$ cat config.mk
export PLATFORM = sky130hd
export DESIGN_NAME = ncop_top
export DESIGN_NICKNAME = d
export VERILOG_FILES = /design/src/core/ncop_preset_mem.v /design/src/core/ncop_top.v
export VERILOG_INCLUDE_DIRS = /design/src /design/src/core
export SDC_FILE = /design/constraint.sdc
export NUM_CORES = 1
export LEC_CHECK = 0
export ABC_AREA = 1
export BUFFER_PORTS_ARGS = -buffer_cell sky130_fd_sc_hd__buf_2
export CORE_MARGIN = 2
export CORE_UTILIZATION = 67
export CTS_BUF_LIST = sky130_fd_sc_hd__clkbuf_8
export CTS_CLUSTER_DIAMETER = 150
export DETAILED_ROUTE_END_ITERATION = 8
export PLACE_DENSITY = 0.88
export SETUP_SLACK_MARGIN = 0.5
export SKIP_LAST_GASP = 1
export SYNTH_ARGS = -nofsm -noshare
export SYNTH_HDL_FRONTEND = slang
export SYNTH_SLANG_ARGS = --single-unit
$ cat constraint.sdc
create_clock -name pclk -period 4.42 [get_ports pclk]
set_input_delay 0.442 -clock pclk [delete_from_list [all_inputs] [get_ports pclk]]
set_output_delay 0.442 -clock pclk [all_outputs]
set_load 0.01 [all_outputs]
$ cat src/core/ncop_map.vh
// ncop_map.vh: register offsets, reset values and field widths of the oscillator preset block
// assumes: included by the design files of the ncop block only
`ifndef NCOP_MAP_VH
`define NCOP_MAP_VH

// ********************************
// register byte offsets
// ********************************
`define NCOP_OFS_FREQ0 12'h220
`define NCOP_OFS_PHASE0 12'h224
`define NCOP_OFS_FREQ1 12'h228
`define NCOP_OFS_PHASE1 12'h22C
`define NCOP_OFS_FREQ2 12'h230
`define NCOP_OFS_PHASE2 12'h234
`define NCOP_OFS_FREQ3 12'h238
`define NCOP_OFS_RDIV 12'h240
`define NCOP_OFS_CTRL 12'h244
`define NCOP_OFS_STAT 12'h248

// ********************************
// reset values and widths
// ********************************
`define NCOP_FREQ_RST 32'hC0000000
`define NCOP_PHASE_RST 16'h0000
`define NCOP_RDIV_RST 16'h0000
`define NCOP_CTRL_RST 2'h0
`define NCOP_PRESETS 4
`define NCOP_PHASED 3
`define NCOP_STRIDE 8
`define NCOP_PHASE_SHIFT 16

// ********************************
// control register fields
// ********************************
`define NCOP_CTRL_SINGLE 0
`define NCOP_CTRL_SYNC 1

`endif

$ cat src/core/ncop_preset_mem.v
// ncop_preset_mem.v: four frequency words and three phase offsets, registered readback
// assumes: one clock pclk, asynchronous active low reset, writes already decoded
`include "ncop_map.vh"

module ncop_preset_mem (
	// clock and reset
	input wire pclk,
	input wire presetn,
	// write port
	input wire wr_en,
	input wire wr_phase,
	input wire [1:0] wr_idx,
	input wire [31:0] wr_data,
	// readback port, one cycle latency
	input wire [1:0] rd_idx,
	input wire rd_phase,
	output reg [31:0] rd_data,
	// live selection for the datapath
	input wire [1:0] sel_idx,
	output wire [31:0] sel_freq,
	output wire [15:0] sel_phase
);

	wire [31:0] freq_flat [0:`NCOP_PRESETS-1];
	wire [15:0] phase_flat [0:`NCOP_PRESETS-1];

	// ********************************
	// storage, one generate per preset
	// ********************************
	genvar gi;
	generate
		for (gi = 0; gi < `NCOP_PRESETS; gi = gi + 1) begin : g_preset
			reg [31:0] freq_reg;
			reg [15:0] phase_reg;
			always @(posedge pclk or negedge presetn) begin
				if (!presetn) begin
					freq_reg <= `NCOP_FREQ_RST;
					phase_reg <= `NCOP_PHASE_RST;
				end else if (wr_en && wr_idx == gi) begin
					if (!wr_phase)
						freq_reg <= wr_data;
					else if (gi < `NCOP_PHASED)
						phase_reg <= wr_data[15:0];
				end
			end
			assign freq_flat[gi] = freq_reg;
			// preset 3 has no phase register: its offset stays zero
			assign phase_flat[gi] = (gi < `NCOP_PHASED) ? phase_reg : 16'h0000;
		end
	endgenerate

	always @(posedge pclk or negedge presetn) begin
		if (!presetn)
			rd_data <= 32'h00000000;
		else if (rd_phase)
			rd_data <= {16'h0000, phase_flat[rd_idx]};
		else
			rd_data <= freq_flat[rd_idx];
	end

	assign sel_freq = freq_flat[sel_idx];
	assign sel_phase = phase_flat[sel_idx];

endmodule // ncop_preset_mem

$ cat src/core/ncop_top.v
// ncop_top.v: channel A oscillator presets, phase accumulator and phase adder behind APB
// assumes: pclk is the sample clock, sample_en marks one sample per pulse, APB master
//
// Added by the designer: register access over APB.
`include "ncop_map.vh"

module ncop_top (
	// clock and reset
	input wire pclk,
	input wire presetn,
	// apb slave
	input wire psel,
	input wire penable,
	input wire pwrite,
	input wire [11:0] paddr,
	input wire [31:0] pwdata,
	output wire [31:0] prdata,
	output wire pready,
	output wire pslverr,
	// sample side
	input wire sample_en,
	input wire [1:0] preset_sel,
	input wire sync_pulse,
	// oscillator outputs
	output reg [31:0] phase_out,
	output reg [31:0] accum_out,
	output wire single_chan
);

	// ********************************
	// address decode
	// ********************************
	wire setup_ok;
	wire in_preset;
	wire [3:0] word_idx;
	wire hit_rdiv;
	wire hit_ctrl;
	wire hit_stat;
	wire mapped;
	wire wr_access;
	wire rd_setup;

	assign in_preset = (paddr >= `NCOP_OFS_FREQ0) && (paddr <= `NCOP_OFS_FREQ3)
		&& (paddr[1:0] == 2'b00);
	wire [11:0] rel_addr;
	assign rel_addr = paddr - `NCOP_OFS_FREQ0;
	assign word_idx = rel_addr[5:2];
	assign hit_rdiv = (paddr == `NCOP_OFS_RDIV);
	assign hit_ctrl = (paddr == `NCOP_OFS_CTRL);
	assign hit_stat = (paddr == `NCOP_OFS_STAT);
	// preset 3 phase slot (offset 23C) is outside this block, so it stays unmapped
	assign mapped = in_preset || hit_rdiv || hit_ctrl || hit_stat;
	assign setup_ok = psel && !penable;
	assign wr_access = psel && penable && pwrite && mapped;
	assign rd_setup = setup_ok && !pwrite;

	// no wait states: read data is registered at the setup edge, so access can end at once
	assign pready = 1'b1;
	assign pslverr = psel && penable && !mapped;

	// ********************************
	// control registers
	// ********************************
	reg [15:0] rdiv_reg;
	reg [1:0] ctrl_reg;
	reg [1:0] sel_reg;
	reg resync_reg;
	reg [31:0] misc_rd_reg;
	reg misc_sel_reg;

	always @(posedge pclk or negedge presetn) begin
		if (!presetn) begin
			rdiv_reg <= `NCOP_RDIV_RST;
			ctrl_reg <= `NCOP_CTRL_RST;
		end else if (wr_access) begin
			if (hit_rdiv)
				rdiv_reg <= pwdata[15:0];
			if (hit_ctrl)
				ctrl_reg <= pwdata[1:0];
		end
	end

	assign single_chan = ctrl_reg[`NCOP_CTRL_SINGLE];

	// ********************************
	// preset storage
	// ********************************
	wire [31:0] mem_rd;
	wire [31:0] sel_freq;
	wire [15:0] sel_phase;

	ncop_preset_mem u_mem (
		.pclk(pclk),
		.presetn(presetn),
		.wr_en(wr_access && in_preset),
		.wr_phase(word_idx[0]),
		.wr_idx(word_idx[2:1]),
		.wr_data(pwdata),
		.rd_idx(word_idx[2:1]),
		.rd_phase(word_idx[0]),
		.rd_data(mem_rd),
		.sel_idx(sel_reg),
		.sel_freq(sel_freq),
		.sel_phase(sel_phase)
	);

	// ********************************
	// readback mux
	// ********************************
	always @(posedge pclk or negedge presetn) begin
		if (!presetn) begin
			misc_rd_reg <= 32'h00000000;
			misc_sel_reg <= 1'b0;
		end else if (rd_setup) begin
			misc_sel_reg <= !in_preset;
			if (hit_rdiv)
				misc_rd_reg <= {16'h0000, rdiv_reg};
			else if (hit_ctrl)
				misc_rd_reg <= {30'h00000000, ctrl_reg};
			else if (hit_stat)
				misc_rd_reg <= {29'h00000000, resync_reg, sel_reg};
			else
				misc_rd_reg <= 32'h00000000;
		end
	end

	assign prdata = (psel && penable && !pwrite && mapped)
		? (misc_sel_reg ? misc_rd_reg : mem_rd) : 32'h00000000;

	// ********************************
	// phase accumulator and adder
	// ********************************
	reg [31:0] accum_reg;
	wire [31:0] accum_next;
	wire [31:0] phase_word;
	wire freq_write;

	// a frequency word rewrite clears the synchronised state; sync wins in the same cycle
	assign freq_write = wr_access && in_preset && !word_idx[0];

	always @(posedge pclk or negedge presetn) begin
		if (!presetn)
			resync_reg <= 1'b0;
		else if (sync_pulse && ctrl_reg[`NCOP_CTRL_SYNC])
			resync_reg <= 1'b1;
		else if (freq_write)
			resync_reg <= 1'b0;
	end

	// modulo 2^32 sum makes signed and unsigned words identical
	assign accum_next = accum_reg + sel_freq;
	assign phase_word = {sel_phase, 16'h0000};

	always @(posedge pclk or negedge presetn) begin
		if (!presetn) begin
			accum_reg <= 32'h00000000;
			sel_reg <= 2'h0;
			accum_out <= 32'h00000000;
			phase_out <= 32'h00000000;
		end else begin
			// select is taken per sample so a change never splits a sample
			if (sample_en)
				sel_reg <= preset_sel;
			if (sync_pulse && ctrl_reg[`NCOP_CTRL_SYNC])
				accum_reg <= 32'h00000000;
			else if (sample_en)
				accum_reg <= accum_next;
			accum_out <= accum_reg;
			phase_out <= accum_reg + phase_word;
		end
	end

	// divisor is held for the fractional datapath outside this block; zero means off
	wire rdiv_active;
	assign rdiv_active = (rdiv_reg != `NCOP_RDIV_RST);
	wire unused_ok;
	assign unused_ok = rdiv_active;

endmodule // ncop_top

==> flow_summary.ini <==
[route]
drt_iter0_markers = 2576
drc_errors = 0
drtPass1Iterations = 7
viasPerCell = 6.144
vias = 17200
avgRoutedWirePerCell_um = 19.91
antenna_left = 0
routed_wirelength_um = 55760

[die]
die_y_um = 167.1
core_area_mm2 = 0.02606
io_pins = 152
num_rows = 59
die-area_mm2 = 0.02791
start_util_pct = 68.36
die_w_um = 167.1

[timing]
fin_crit_sh_pct = 78.11
fin_setup_tns_ns = 0
max_slew.worst_pin.slew_ns = 1.051
hold_violations = 0
drv_slew = 0
setup_viol = 0
max-slew-margin-rel_pct = 29.76
finalCriticalPeriod_ns = 3.452
holdWs_ns = 0.07518
clock-skew-final_ns = 0.03131
fmax_mhz = 289.7
rsz0062_at_grt = false
layout_setup_ws_ns = 0.9676

[pwr]
p_seq_share_pct = 40.3
internal_power_mw = 5.757
clockPowerShare_pct = 30.1
p_switching_mw = 3.325
p_per_area_mw_per_mm2 = 461.8
p_leak_nw = 10.56
p_sw_share_pct = 36.61
peakVddDrop_v = 0.0003970
combPwrFrac_pct = 29.6
power.total_mw = 9.082

[placed_design]
gp_congestion = 0.9885
dpl.hpwl_um = 37510
port_buffers = 150
place_area_mm2 = 0.01853
dp_slack_ns = 1.096
place_inst = 2699

[logic_synthesis]
synth_xor_area_share_pct = 0.6883
synth-simple-area-share_pct = 24.31
yosys_most_used_dff = dfrtp_1
post-synth-top-count-cell = nand2_1
synth_mux_area_share_pct = 0.1686
synth_top_area_cell = dfrtp_1
yosys.area.top_type_share_pct = 44.67
ys_warn_count = 0
synthTopCellsByArea = dfrtp_1, nand2_1, o21ai_0
synthTopCellsByCount = nand2_1, dfrtp_1, o21ai_0
syn-num-nets = 2426
synthArstFlopShare_pct = 100.0
ys_seq_area_share_pct = 45.85
ys_ff_latch = 326
synth-compound-area-share_pct = 16.81
ys_types = 50
synthAdderAreaFrac_pct = 3.456
syn_area_mm2 = 0.01781
netlist_instances = 2325
synth_top_family_by_area = simple AND/OR/NAND/NOR gates
synth_edf_count = 0
syn_area_per_cell_um2 = 7.662

[clock_network]
tritoncts = done
clk_latency_ns = 0.61
clkSinkCount = 326
cts_max_path_buffers = 3
clk_pin_slew_ns = 0.06
cts_resized = 0
root_buffer = clkbuf_8
cts_setup_buffers = 0
cts_hold_buf = 1
cts_inserted_buffers = 53
htree_num_levels = 2

[global_routing]
grtUsageMet3_pct = 10.43
grt_pass1_wl_um = 87510
grt_use_total_pct = 39.81
antenna_found_initial = 0
top_usage_layer = met2
grt.overflow.total = 0
grt_max_degree = 104
grt_pass1_vias = 16010
grt_util_met2_pct = 59.76
met1_usage_pct = 53.44

[cells_and_area]
nets = 2521
stdcell_count = 2800
largest_reg_flops = 128
synthToLayoutAreaGrowth_pct = 10.41
final_util_pct = 75.47
design_area_mm2 = 0.01967
drive_gt1_share_pct = 12.38

[worst_setup_path]
critical_path.max_fanout = 79
startpoint_type = register
worstPathArrival_ns = 3.93
required_ns = 4.90
crit_type = reg -> reg
worstSetupEndpointType = register
rr_worst_depth = 13

[status]
status = finished clean

[worst_hold_path]
hold_class = in -> reg
holdPathStages = 3

[job]
max_cap_viol_count = 0
==> cell type report <==
class / count / area, um2
antenna: 2 / 5.005
clock buffer: 71 / 977.2
clock inverter: 27 / 148.9
fill: 2023 / 6391
inverter: 222 / 840.8
multi-input combinational: 1641 / 8109
sequential: 326 / 8169
tap: 335 / 419.2
timing repair buffer: 176 / 998.5
==> metal layers <==
metal / vias to the layer above / part of all wire (%)
met5: - / 0
met4: 0 / 5.6
met3: 187 / 12
met2: 1120 / 44
met1: 8096 / 38
li1: 7799 / -
==> kinds of logic (layout without fill, tap and decap cells) <==
kind of cell	after synthesis	in the layout
buf+inv	358	496
simple gates	1045	1045
xor+xnor	14	14
flops	326	326
mux	3	3
other cells	1	3
fa+ha+maj	48	48
compound gates	530	530
==> final timing paths <==
| check | startpoint | to | slack, ns |
|---|---|---|---|
| worst max-delay path | sel_reg[0]$_DFFE_PN0P_ | accum_reg[15]$_DFFE_PN0P_ | 0.97 |
| worst min-delay path | pwdata[31] | u_mem.g_preset[3].freq_reg[31]$_DFFE_PN1P_ | 0.08 |
| worst max register to register | sel_reg[0]$_DFFE_PN0P_ | accum_reg[15]$_DFFE_PN0P_ | 0.97 |
| worst min register to register | accum_reg[6]$_DFFE_PN0P_ | accum_out[6]$_DFF_PN0_ | 0.42 |
| max in group asynchronous | presetn | u_mem.g_preset[2].phase_reg[7]$_DFFE_PN0P_ | 2.91 |
| min in group asynchronous | presetn | phase_out[19]$_DFF_PN0_ | 0.50 |
==> power by group through the flow <==
stage / clock (mW) / sequential (mW) / combinational, mW
after floorplan: 0 / 3.70 / 1.72
after global placement: 0 / 3.70 / 2.58
after detailed placement: 0 / 3.70 / 2.63
after CTS: 2.75 / 3.66 / 2.65
after global routing: 2.89 / 3.69 / 2.97
final: 2.73 / 3.66 / 2.69
==> cells in the final DEF (no fill, tap or decap), types with 4 or more instances in the layout <==
cell      netlist  final
nand4_4         4      4
xor2_1         11     11
nor2_1        159    158
nor2_4          8     10
or2_2           5      5
a22oi_1        57     57
o21ai_1        56     56
ha_1           46     46
a211oi_1       18     18
o21ai_2         9      9
nand3b_1        4      4
dfrtp_1       318    317
inv_1         214    232
clkinv_2        0      4
buf_4          27     23
o21ai_0       260    260
inv_2           3      4
buf_2          17    148
a41oi_1         4      4
nor3_1          9      9
clkbuf_8        0     71
dfstp_2         8      8
nand2_1       736    736
clkinv_1        4      4
nor3b_1        16     16
a21oi_1        64     64
nand4_1         8      8
nor2_2          5      4
o22ai_1        35     35
nand3_1        84     84
a31oi_1        13     13
==> worst max-delay path, cell delays in order (launching register included) <==
cell and delay, ns:
dfrtp_2 0.36, buf_4 0.62, o21ai_0 0.20, o22ai_1 0.54, ha_1 0.40, nand2_1 0.14
inv_1 0.07, a21oi_1 0.15, nand2_1 0.10, nand2_1 0.07, nand2_1 0.17, or2_2 0.32
nand3_1 0.07, nand2_1 0.07
(Power assumes the default switching activity.)
